<file path="config.mk">
export PLATFORM = sky130hd
export DESIGN_NAME = uhp_host_port
export DESIGN_NICKNAME = d
export VERILOG_FILES = /design/src/rtl/uhp_pkg.sv /design/src/rtl/uhp_pin_sync.sv /design/src/rtl/uhp_host_port.sv
export SDC_FILE = /design/constraint.sdc
export NUM_CORES = 1
export LEC_CHECK = 0
export ABC_AREA = 0
export BUFFER_PORTS_ARGS = -buffer_cell sky130_fd_sc_hd__clkbuf_2
export CAP_MARGIN = 20
export CELL_PAD_IN_SITES_DETAIL_PLACEMENT = 1
export CELL_PAD_IN_SITES_GLOBAL_PLACEMENT = 2
export CORE_ASPECT_RATIO = 0.8
export CORE_MARGIN = 8
export CORE_UTILIZATION = 41
export CTS_CLUSTER_SIZE = 24
export DETAILED_ROUTE_END_ITERATION = 8
export GPL_ROUTABILITY_DRIVEN = 0
export PLACE_DENSITY = 0.88
export SETUP_SLACK_MARGIN = 0.15
export SLEW_MARGIN = 40
export SYNTH_ARGS = -nofsm -noshare
export SYNTH_HDL_FRONTEND = slang
export SYNTH_HIERARCHICAL = 1
export SYNTH_SLANG_ARGS = --single-unit
</file>
<file path="constraint.sdc">
create_clock -name sys_clk -period 8.9 [get_ports sys_clk]
set_input_delay 0.445 -clock sys_clk [delete_from_list [all_inputs] [get_ports sys_clk]]
set_output_delay 0.445 -clock sys_clk [all_outputs]
set_load 0.05 [all_outputs]
</file>
<file path="src/rtl/uhp_pkg.sv">
// shared constants, register map and state types of the host parallel port
package uhp_pkg;

  // ==========================================================================
  // widths
  localparam int DATA_W = 16;
  localparam int CFG_W  = 5;
  localparam int EV_W   = 6;
  localparam int SYNC_W = 27;

  // ==========================================================================
  // bus configuration selector codes
  localparam logic [1:0] CFG_MUX   = 2'h0;
  localparam logic [1:0] CFG_SPLIT = 2'h1;

  // ==========================================================================
  // register byte offsets
  localparam logic [7:0] OFF_CONFIG = 8'h00;
  localparam logic [7:0] OFF_CTRL   = 8'h04;
  localparam logic [7:0] OFF_STATUS = 8'h08;
  localparam logic [7:0] OFF_MASK   = 8'h0c;
  localparam logic [7:0] OFF_CMD    = 8'h10;
  localparam logic [7:0] OFF_HWR    = 8'h14;
  localparam logic [7:0] OFF_HRD    = 8'h18;
  localparam logic [7:0] OFF_DWR    = 8'h1c;
  localparam logic [7:0] OFF_DRD    = 8'h20;
  localparam logic [7:0] OFF_PINS   = 8'h24;

  // ==========================================================================
  // config fields
  localparam int CB_IPOL  = 0;
  localparam int CB_PULSE = 1;
  localparam int CB_DMA_REQUEST_OUT  = 2;
  localparam int CB_DMA_ACK_IN  = 3;
  localparam int CB_EOT   = 4;
  localparam logic [CFG_W-1:0] CFG_RST = 5'h1d;

  // ==========================================================================
  // control fields
  localparam int CB_DMAEN = 0;
  localparam int CB_REL   = 1;
  localparam int CB_BUSY  = 2;

  // ==========================================================================
  // event bits of status and mask
  localparam int EV_CMD  = 0;
  localparam int EV_DWR  = 1;
  localparam int EV_DRD  = 2;
  localparam int EV_DMAW = 3;
  localparam int EV_DMAR = 4;
  localparam int EV_EOT  = 5;

  // ==========================================================================
  // timing
  localparam logic [3:0] INT_PULSE_CYC = 4'h4;

  // ==========================================================================
  // pin synchroniser idle levels: strobes high, select high, rest low
  localparam logic [SYNC_W-1:0] SYNC_INIT = 27'h74c0000;

  // ==========================================================================
  // state
  typedef enum logic [3:0] {
    BUS_IDLE = 4'b0001,
    BUS_WR   = 4'b0010,
    BUS_RDW  = 4'b0100,
    BUS_RDD  = 4'b1000
  } uhp_bus_e;

  typedef struct packed {
    uhp_bus_e           bus;
    logic [7:0]         addr;
    logic [31:0]        rdata;
    logic [CFG_W-1:0]   cfg;
    logic               dmaEn;
    logic               busy;
    logic [EV_W-1:0]    status;
    logic [EV_W-1:0]    mask;
    logic [DATA_W-1:0]  cmdWord;
    logic [DATA_W-1:0]  hostWr;
    logic [DATA_W-1:0]  hostRd;
    logic [DATA_W-1:0]  dmaWr;
    logic [DATA_W-1:0]  dmaRd;
    logic               addrBit;
    logic               wrPrev;
    logic               rdPrev;
    logic               dwPrev;
    logic               drPrev;
    logic               alePrev;
    logic               eotPrev;
    logic [DATA_W-1:0]  dout;
    logic               doutOeN;
    logic [3:0]         pulseCnt;
    logic               intOut;
    logic               dreqOut;
    logic               irq;
  } uhp_state_s;

  localparam uhp_state_s ST_RST = '{
    bus: BUS_IDLE, cfg: CFG_RST, addrBit: 1'b1, wrPrev: 1'b1, rdPrev: 1'b1,
    dwPrev: 1'b1, drPrev: 1'b1, doutOeN: 1'b1, default: '0
  };

endpackage : uhp_pkg

</file>
<file path="src/rtl/uhp_pin_sync.sv">
// two-flop synchroniser bank for the asynchronous host pins
`timescale 1ns/1ps
module uhp_pin_sync
  import uhp_pkg::*;
#(
  parameter int              W    = 1,
  parameter logic [W-1:0]    INIT = '0
) (
  input  wire logic          sys_clk,
  input  wire logic          rst,
  input  wire logic [W-1:0]  pinIn,
  output logic      [W-1:0]  pinOut
);

  // ==========================================================================
  // stage 0 is read only by stage 1
  logic [1:0][W-1:0] st;
  logic [1:0][W-1:0] next_st;

  always_comb begin
    next_st = {st[0], pinIn};
  end

  always_ff @(posedge sys_clk or posedge rst) begin
    if (rst) begin
      st <= {INIT, INIT};
    end else begin
      st <= next_st;
    end
  end

  assign pinOut = st[1];

endmodule : uhp_pin_sync

</file>
<file path="src/rtl/uhp_host_port.sv">
// host parallel pio/dma pin logic with ahb-lite register slave
//
// Function
// - a dma transfer starts when the dma acknowledge input reaches its programmed level.
// - the dedicated dma strobes count only in configuration 1 and are ignored otherwise.
// - the interrupt pin has programmable active level and level or pulse signalling.
// - ready goes low while an earlier command or data word is processed; host waits.
// - ready high means the device will complete the current pio transfer.
// - ready governs pio transfers only, never the separate dma port.
// - data travel on a 16-bit two-way bus, driven on reads and sampled on writes.
// - in multiplexed mode the falling edge of address latch captures line 0 as address.
// - address bit 1 selects the command register and 0 the data register.
// - in multiplexed data phase line 0 carries data bit 0 both ways.
// - a dma request output of programmable polarity asks for a dma transfer.
// - an end-of-transfer input of programmable polarity ends the current dma transfer.
`timescale 1ns/1ps
module uhp_host_port
  import uhp_pkg::*;
(
  input  wire logic               sys_clk,
  input  wire logic               rst,
  input  wire logic               hsel,
  input  wire logic [31:0]        haddr,
  input  wire logic [1:0]         htrans,
  input  wire logic               hwrite,
  input  wire logic [2:0]         hsize,
  input  wire logic [31:0]        hwdata,
  input  wire logic               hready,
  output logic                    hreadyout,
  output logic                    hresp,
  output logic [31:0]             hrdata,
  input  wire logic               csN,
  input  wire logic               rdN,
  input  wire logic               wrN,
  input  wire logic               aleIn,
  input  wire logic               cmdDataSelect,
  input  wire logic               busCfgSelHi,
  input  wire logic               busCfgSelLo,
  input  wire logic               dmaPortWriteStrobeN,
  input  wire logic               dmaPortReadStrobeN,
  input  wire logic               dmaAckIn,
  input  wire logic               transferEndIn,
  input  wire logic [DATA_W-1:0]  dataIn,
  output logic      [DATA_W-1:0]  dataOut,
  output logic                    dataOeN,
  output logic                    readyOut,
  output logic                    intOut,
  output logic                    dmaRequestOut,
  output logic                    irq
);

  // ==========================================================================
  // pin synchronisers
  logic [SYNC_W-1:0] pinS;
  logic              sCsN;
  logic              sRdN;
  logic              sWrN;
  logic              sAle;
  logic              sCmdSel;
  logic              sDwN;
  logic              sDrN;
  logic              sAck;
  logic              sEot;
  logic [1:0]        cfgSel;
  logic [DATA_W-1:0] sData;

  uhp_pin_sync #(
    .W    (SYNC_W),
    .INIT (SYNC_INIT)
  ) uSync (
    .sys_clk (sys_clk),
    .rst     (rst),
    .pinIn   ({csN, rdN, wrN, aleIn, cmdDataSelect, busCfgSelHi, busCfgSelLo,
               dmaPortWriteStrobeN, dmaPortReadStrobeN, dmaAckIn, transferEndIn, dataIn}),
    .pinOut  (pinS)
  );

  assign sCsN    = pinS[26];
  assign sRdN    = pinS[25];
  assign sWrN    = pinS[24];
  assign sAle    = pinS[23];
  assign sCmdSel = pinS[22];
  assign cfgSel  = pinS[21:20]; // static selector straps
  assign sDwN    = pinS[19];
  assign sDrN    = pinS[18];
  assign sAck    = pinS[17];
  assign sEot    = pinS[16];
  assign sData   = pinS[15:0];

  // ==========================================================================
  // state
  uhp_state_s st;
  uhp_state_s next_st;

  // ==========================================================================
  // pin decode
  logic muxMode;
  logic splitMode;
  logic ackAct;
  logic eotAct;
  logic aleFall;
  logic selCmd;
  logic pioSel;
  logic wrRise;
  logic rdRise;
  logic dwRise;
  logic drRise;
  logic pioWr;
  logic pioRd;
  logic shDma;
  logic dmaWrEv;
  logic dmaRdEv;
  logic pioDrive;
  logic dmaDrive;
  logic accept;

  assign muxMode   = (cfgSel == CFG_MUX);
  assign splitMode = (cfgSel == CFG_SPLIT);
  assign ackAct    = (sAck == st.cfg[CB_DMA_ACK_IN]);
  assign eotAct    = (sEot == st.cfg[CB_EOT]);
  // latch strobe looked at only in multiplexed mode, so a held-low strobe is harmless
  assign aleFall   = muxMode & st.alePrev & ~sAle;
  assign selCmd    = muxMode ? st.addrBit : sCmdSel;
  assign pioSel    = ~sCsN;
  assign wrRise    = ~st.wrPrev & sWrN;
  assign rdRise    = ~st.rdPrev & sRdN;
  assign dwRise    = ~st.dwPrev & sDwN;
  assign drRise    = ~st.drPrev & sDrN;
  // words arriving while busy are dropped; the host must wait for ready
  assign pioWr     = pioSel & wrRise & ~st.busy;
  assign pioRd     = pioSel & rdRise & ~st.busy;
  // shared port: strobes with chip select off and acknowledge on are dma cycles
  assign shDma     = ~splitMode & ~pioSel & ackAct;
  assign dmaWrEv   = splitMode ? (ackAct & dwRise) : (shDma & wrRise);
  assign dmaRdEv   = splitMode ? (ackAct & drRise) : (shDma & rdRise);
  assign pioDrive  = pioSel & ~sRdN;
  assign dmaDrive  = splitMode ? (ackAct & ~sDrN) : (shDma & ~sRdN);
  assign accept    = hsel & htrans[1] & hready;

  // ==========================================================================
  // register read mux
  function automatic logic [31:0] regRead(input uhp_state_s s, input logic [1:0] sel);
    logic [31:0] r;
    r = 32'h0;
    case (s.addr)
      OFF_CONFIG: r = {27'h0, s.cfg};
      OFF_CTRL:   r = {29'h0, s.busy, 1'b0, s.dmaEn};
      OFF_STATUS: r = {26'h0, s.status};
      OFF_MASK:   r = {26'h0, s.mask};
      OFF_CMD:    r = {16'h0, s.cmdWord};
      OFF_HWR:    r = {16'h0, s.hostWr};
      OFF_HRD:    r = {16'h0, s.hostRd};
      OFF_DWR:    r = {16'h0, s.dmaWr};
      OFF_DRD:    r = {16'h0, s.dmaRd};
      OFF_PINS:   r = {30'h0, sel};
      default:    r = 32'h0;
    endcase
    return r;
  endfunction : regRead

  // ==========================================================================
  // next state
  logic [EV_W-1:0] evSet;
  logic [EV_W-1:0] stClr;
  logic            rel;
  logic            intActive;

  always_comb begin
    next_st   = st;
    evSet     = '0;
    stClr     = '0;
    rel       = 1'b0;
    intActive = 1'b0;
    next_st.wrPrev  = sWrN;
    next_st.rdPrev  = sRdN;
    next_st.dwPrev  = sDwN;
    next_st.drPrev  = sDrN;
    next_st.alePrev = sAle;
    next_st.eotPrev = eotAct;
    if (aleFall) begin
      next_st.addrBit = sData[0];
    end
    if (pioWr) begin
      if (selCmd) begin
        next_st.cmdWord = sData;
        evSet[EV_CMD]   = 1'b1;
      end else begin
        next_st.hostWr  = sData; // bit 0 from the shared line
        evSet[EV_DWR]   = 1'b1;
      end
    end
    evSet[EV_DRD] = pioRd & ~selCmd;
    if (dmaWrEv) begin
      next_st.dmaWr  = sData;
      evSet[EV_DMAW] = 1'b1;
    end
    evSet[EV_DMAR] = dmaRdEv;
    evSet[EV_EOT]  = eotAct & ~st.eotPrev;
    // drive only while a strobe is low; enable lags the pin by the sync delay
    if (pioDrive) begin
      next_st.dout    = selCmd ? st.cmdWord : st.hostRd;
      next_st.doutOeN = 1'b0;
    end else if (dmaDrive) begin
      next_st.dout    = st.dmaRd;
      next_st.doutOeN = 1'b0;
    end else begin
      next_st.doutOeN = 1'b1;
    end
    // bus slave: writes land in the data phase, reads take one wait state
    case (st.bus)
      BUS_WR: begin
        case (st.addr)
          OFF_CONFIG: next_st.cfg = hwdata[CFG_W-1:0];
          OFF_CTRL: begin
            next_st.dmaEn = hwdata[CB_DMAEN];
            rel           = hwdata[CB_REL];
          end
          OFF_MASK:   next_st.mask   = hwdata[EV_W-1:0];
          OFF_HRD:    next_st.hostRd = hwdata[DATA_W-1:0];
          OFF_DRD:    next_st.dmaRd  = hwdata[DATA_W-1:0];
          default:    ;
        endcase
      end
      BUS_RDW: begin
        next_st.rdata = regRead(st, cfgSel);
        stClr = {EV_W{st.addr == OFF_STATUS}}; // a same-cycle event still wins below
      end
      default: ;
    endcase
    if (st.bus == BUS_RDW) begin
      next_st.bus = BUS_RDD;
    end else if (accept) begin
      next_st.bus  = hwrite ? BUS_WR : BUS_RDW;
      next_st.addr = haddr[7:0];
    end else begin
      next_st.bus = BUS_IDLE;
    end
    // busy: a new word wins over a release in the same cycle
    if (pioWr || (pioRd && !selCmd)) begin
      next_st.busy = 1'b1;
    end else if (rel) begin
      next_st.busy = 1'b0;
    end
    if (eotAct) begin
      next_st.dmaEn = 1'b0;
    end
    next_st.dreqOut = st.cfg[CB_DMA_REQUEST_OUT] ? next_st.dmaEn : ~next_st.dmaEn;
    next_st.status  = (st.status & ~stClr) | evSet;
    if (|(evSet & st.mask)) begin
      next_st.pulseCnt = INT_PULSE_CYC;
    end else if (st.pulseCnt != 4'h0) begin
      next_st.pulseCnt = st.pulseCnt - 4'h1;
    end
    next_st.irq = |(next_st.status & st.mask);
    intActive   = st.cfg[CB_PULSE] ? (next_st.pulseCnt != 4'h0) : next_st.irq;
    next_st.intOut = st.cfg[CB_IPOL] ? intActive : ~intActive;
  end

  always_ff @(posedge sys_clk or posedge rst) begin
    if (rst) begin
      st <= ST_RST;
    end else begin
      st <= next_st;
    end
  end

  // ==========================================================================
  // outputs
  assign hreadyout     = (st.bus != BUS_RDW);
  assign hresp         = 1'b0;
  assign hrdata        = st.rdata;
  assign dataOut       = st.dout;
  assign dataOeN       = st.doutOeN;
  // dma traffic never touches busy, so ready reflects pio only
  assign readyOut      = ~st.busy;
  assign intOut        = st.intOut;
  assign dmaRequestOut = st.dreqOut;
  assign irq           = st.irq;
endmodule : uhp_host_port

</file>
==> metrics.md <==
| Metric | Value |
|---|---|
| Die width | 181 um |
| Final wirelength | 23,500 um |
| Area delta synth->final | 14.4% |
| P per Cell Area | 264 mW/mm^2 |
| Highest routed layer | met4 |
| Number of synthesized flops with an enable pin | 0 |
| # clock sinks | 212 |
| Total global routing overflow | 0 |
| Vias in the first global route | between 6k and 7k |
| Num rows | 48 |
| # diodes | 0 |
| Depth of the CTS H-tree | 1 |
| Clk slew on worst S/H paths | 0.06 ns |
| Hold_ws | ~0.027 ns |
| Peak VDD IR | 0.000134 V |
| Placed insts | 995 |
| Most common flop cell mapped by yosys | dfrtp_1 |
| Unique masters post-synth | 55 |
| Met3 WL | 1410 um |
| Hold Path Cell Cnt | 1 |
| RSZ-0062 raised after global routing | no |
| Sequential area share after synthesis | 0.598 |
| Clock share of power | 0.376 |
| Min-Delay Path Class | in -> reg |
| Clk_lat worst skew | slightly above 0.5 ns |
| CTS resizes | 0 |
| Met2 routed wirelength | between 10,000 and 15,000 um |
| Synth Instances | 682 |
| Setup bufs post-CTS | 0 |
| NumNets Final | around 850 |
| DRC violations left | 0 |
| Setup TNS | 0 ns |
| Clock buffer depth | 3 |
| Flop pwr share | 0.462 |
| Layout cells sized above 1 | 0.361 |
| GRT Total Usage | 0.175 |
| Cell-internal power | just under 2000 uW |
| Commonest non-fill, non-tap cell in the layout | dfrtp_1 |
| Worst Setup Start Kind | register |
| CTS tree | yes |
| Die H | roughly 150 um |
| Run status | finished clean |
| FF+latch count, synth | between 200 and 250 |
| Pre-antenna DRT Iters | 5 |
| I/O Buffers | 94 |
| Max FO, Critical Path | 16 |
| Combinational fraction of design power | 0.161 |
| Synth async-reset ratio | 1.00 |
| Final setup vio count | 0 |
| First-pass GRT wire length | between 30,000 and 40,000 um |
| Slew of the pin with the lowest slew margin | 0.759 ns |
| Synthesized area per cell | ~13 um^2 |
| Max-Cap Viols | 0 |
| YS warnings | 6 |
| Max Clock Skew | between 0.015 and 0.02 ns |
| Switching component of the power | approximately 760 uW |
| Avg Vias per Cell | 5.47 |
| Arr. time, crit path | 3.51 ns |
| Final Cycle Share | 0.352 |
| Die area | ~0.027 mm^2 |
| Core area | 0.0214 mm^2 |
| Layout Cells excl Fill | approximately 1.0k |
| IO Count | roughly 160 |
| Sw Share | 0.282 |
| Number of buffers created by CTS | 22 |
| Initial core utilization | 0.416 |
| DR vias | between 5k and 6k |
| Final-report max-slew violation count | 0 |
| Most frequent cells in the layout | 189 x dfrtp_1, 94 x clkbuf_2, 91 x mux2_2, 39 x nand2_1, 34 x a21oi_1 |
| Filler cells | roughly 2.2k |
| Wl on met1 | around 11,000 um |
| Root buf cell | clkbuf_16 |
| Cell Area, Synth | between 0.008 and 0.009 mm^2 |
| Largest net degree at the start of global routing | 90 |
| Final Hold Fails | 0 |
| Leakage power | about 0.0046 uW |
| Avg WL per Cell | around 23 um |
| Worst rel slew slack | 0.494 |
| Tmin final | approximately 3.1 ns |
| Fmax | roughly 0.32 GHz |
| Worst Reg-to-Reg Cells | 4 |
| Initial antenna violation count | 0 |
| Crit end category | register |
| Number of DRC markers in iteration 0 | roughly 440 |
| Worst path required time | a little over 9 ns |
| Hold buffers post-CTS | 0 |
| Dpl hpwl | roughly 16,000 um |
| Worst setup path class | reg -> reg |
| DRT antenna net count | 0 |
==> cells in the mapped netlist, types with 3 or more instances <==
| cell type | count | share of area |
|---|---|---|
| dfrtp_1 | 189 | 0.53 |
| mux2_2 | 91 | 0.11 |
| buf_4 | 54 | 0.045 |
| nand2_1 | 39 | 0.016 |
| a21oi_1 | 34 | 0.019 |
| nor2_1 | 26 | 0.011 |
| o21ai_0 | 26 | 0.015 |
| dfstp_2 | 23 | 0.068 |
| mux2i_1 | 21 | 0.024 |
| a21o_1 | 16 | 0.013 |
| a22oi_1 | 16 | 0.013 |
| buf_2 | 13 | 0.0073 |
| a222oi_1 | 10 | 0.011 |
| clkbuf_1 | 10 | 0.0042 |
| mux2_1 | 10 | 0.013 |
| nand3_1 | 9 | 0.0050 |
| a22o_1 | 8 | 0.0079 |
| nor2b_1 | 8 | 0.0056 |
| and2_1 | 7 | 0.0049 |
| inv_1 | 7 | 0.0029 |
| nor3_1 | 6 | 0.0034 |
| nand2b_1 | 4 | 0.0028 |
| nor4b_2 | 4 | 0.0067 |
| xnor2_1 | 4 | 0.0039 |
| a31oi_1 | 3 | 0.0021 |
| a32oi_1 | 3 | 0.0029 |
| and3_1 | 3 | 0.0021 |
| mux4_2 | 3 | 0.0076 |
| nand2_2 | 3 | 0.0021 |
==> per-layer routing <==
layer,track usage,vias to the layer above
li1,-,2519
met2,0.268,197
met3,0.0368,39
met5,0,-
met4,0.0536,0
met1,0.247,2907
==> power by group through the flow <==
| stage | clock network (uW) | registers [uW] | logic [uW] |
|---|---|---|---|
| 3_5_place_dp | 0 | 1260 | 432 |
| 6_report | 1020 | 1250 | 435 |
| 2_1_floorplan | 0 | 1210 | 358 |
| 3_3_place_gp | 0 | 1240 | 409 |
| 4_1_cts | 1040 | 1240 | 436 |
| 5_1_grt | 1080 | 1260 | 469 |
==> stage by stage <==
step	area (um^2)	power [uW]	util	setup WS, ns
floorplan	8980	1570	-	4.21
global placement	9340	1650	0.436	5.87
detailed placement	9360	1690	0.436	5.85
CTS	10200	2710	0.475	5.78
global route	10200	2810	0.476	5.63
finish	10200	2700	0.476	5.77
==> worst paths after layout <==
kind	startpoint	slack [ns]	end
min in group asynchronous	rst	0.07	st[58]
worst max register to register	st[165]	5.77	st[70]
worst max-delay path	st[165]	5.77	st[70]
worst min-delay path	wrN	0.03	uSync/next_st[51]
max in group asynchronous	rst	7.76	st[4]
worst min register to register	uSync/next_st[27]	0.35	uSync/pinOut[0]
==> registers in the layout (all words and copies together) (netlist names) <==
name / flops
intOut: 1
dataOeN: 1
hrdata: 16
dataOut: 16
uSync/pinOut: 27
dmaRequestOut: 1
irq: 1
st: 122
uSync/next_st: 27
==> worst max-delay path, cell delays in order (launching register included) <==
cell and delay [ns]:
dfrtp_1 0.83, nor4b_4 0.57, and2_1 0.64, nand2_2 0.48, mux2_1 0.47
==> cells by family (layout without fill, tap and decap cells) <==
kind of cell | count (synthesis) | count (layout) | share of synthesized area
flip-flops | 212 | 212 | 0.598
AO/OA/AOI/OAI | 130 | 130 | 0.0999
multiplexers | 125 | 125 | 0.159
AND/OR/NAND/NOR | 122 | 122 | 0.0753
buffers and inverters | 86 | 149 | 0.0616
XOR/XNOR | 5 | 5 | 0.00491
adder cells (fa/ha/maj) | 1 | 1 | 0.00140
other | 1 | 17 | 0.000420
==> final cells by class <==
| type | instances | area (um^2) | area share |
|---|---|---|---|
| clock inverter | 5 | 75.1 | 0.00736 |
| timing repair buffer | 101 | 534 | 0.0524 |
| sequential | 212 | 5330 | 0.523 |
| inverter | 8 | 37.5 | 0.00368 |
| tap | 275 | 344 | 0.0337 |
| multi-input combinational | 400 | 3120 | 0.306 |
| clock buffer | 35 | 754 | 0.0739 |
(Power assumes the default switching activity.)
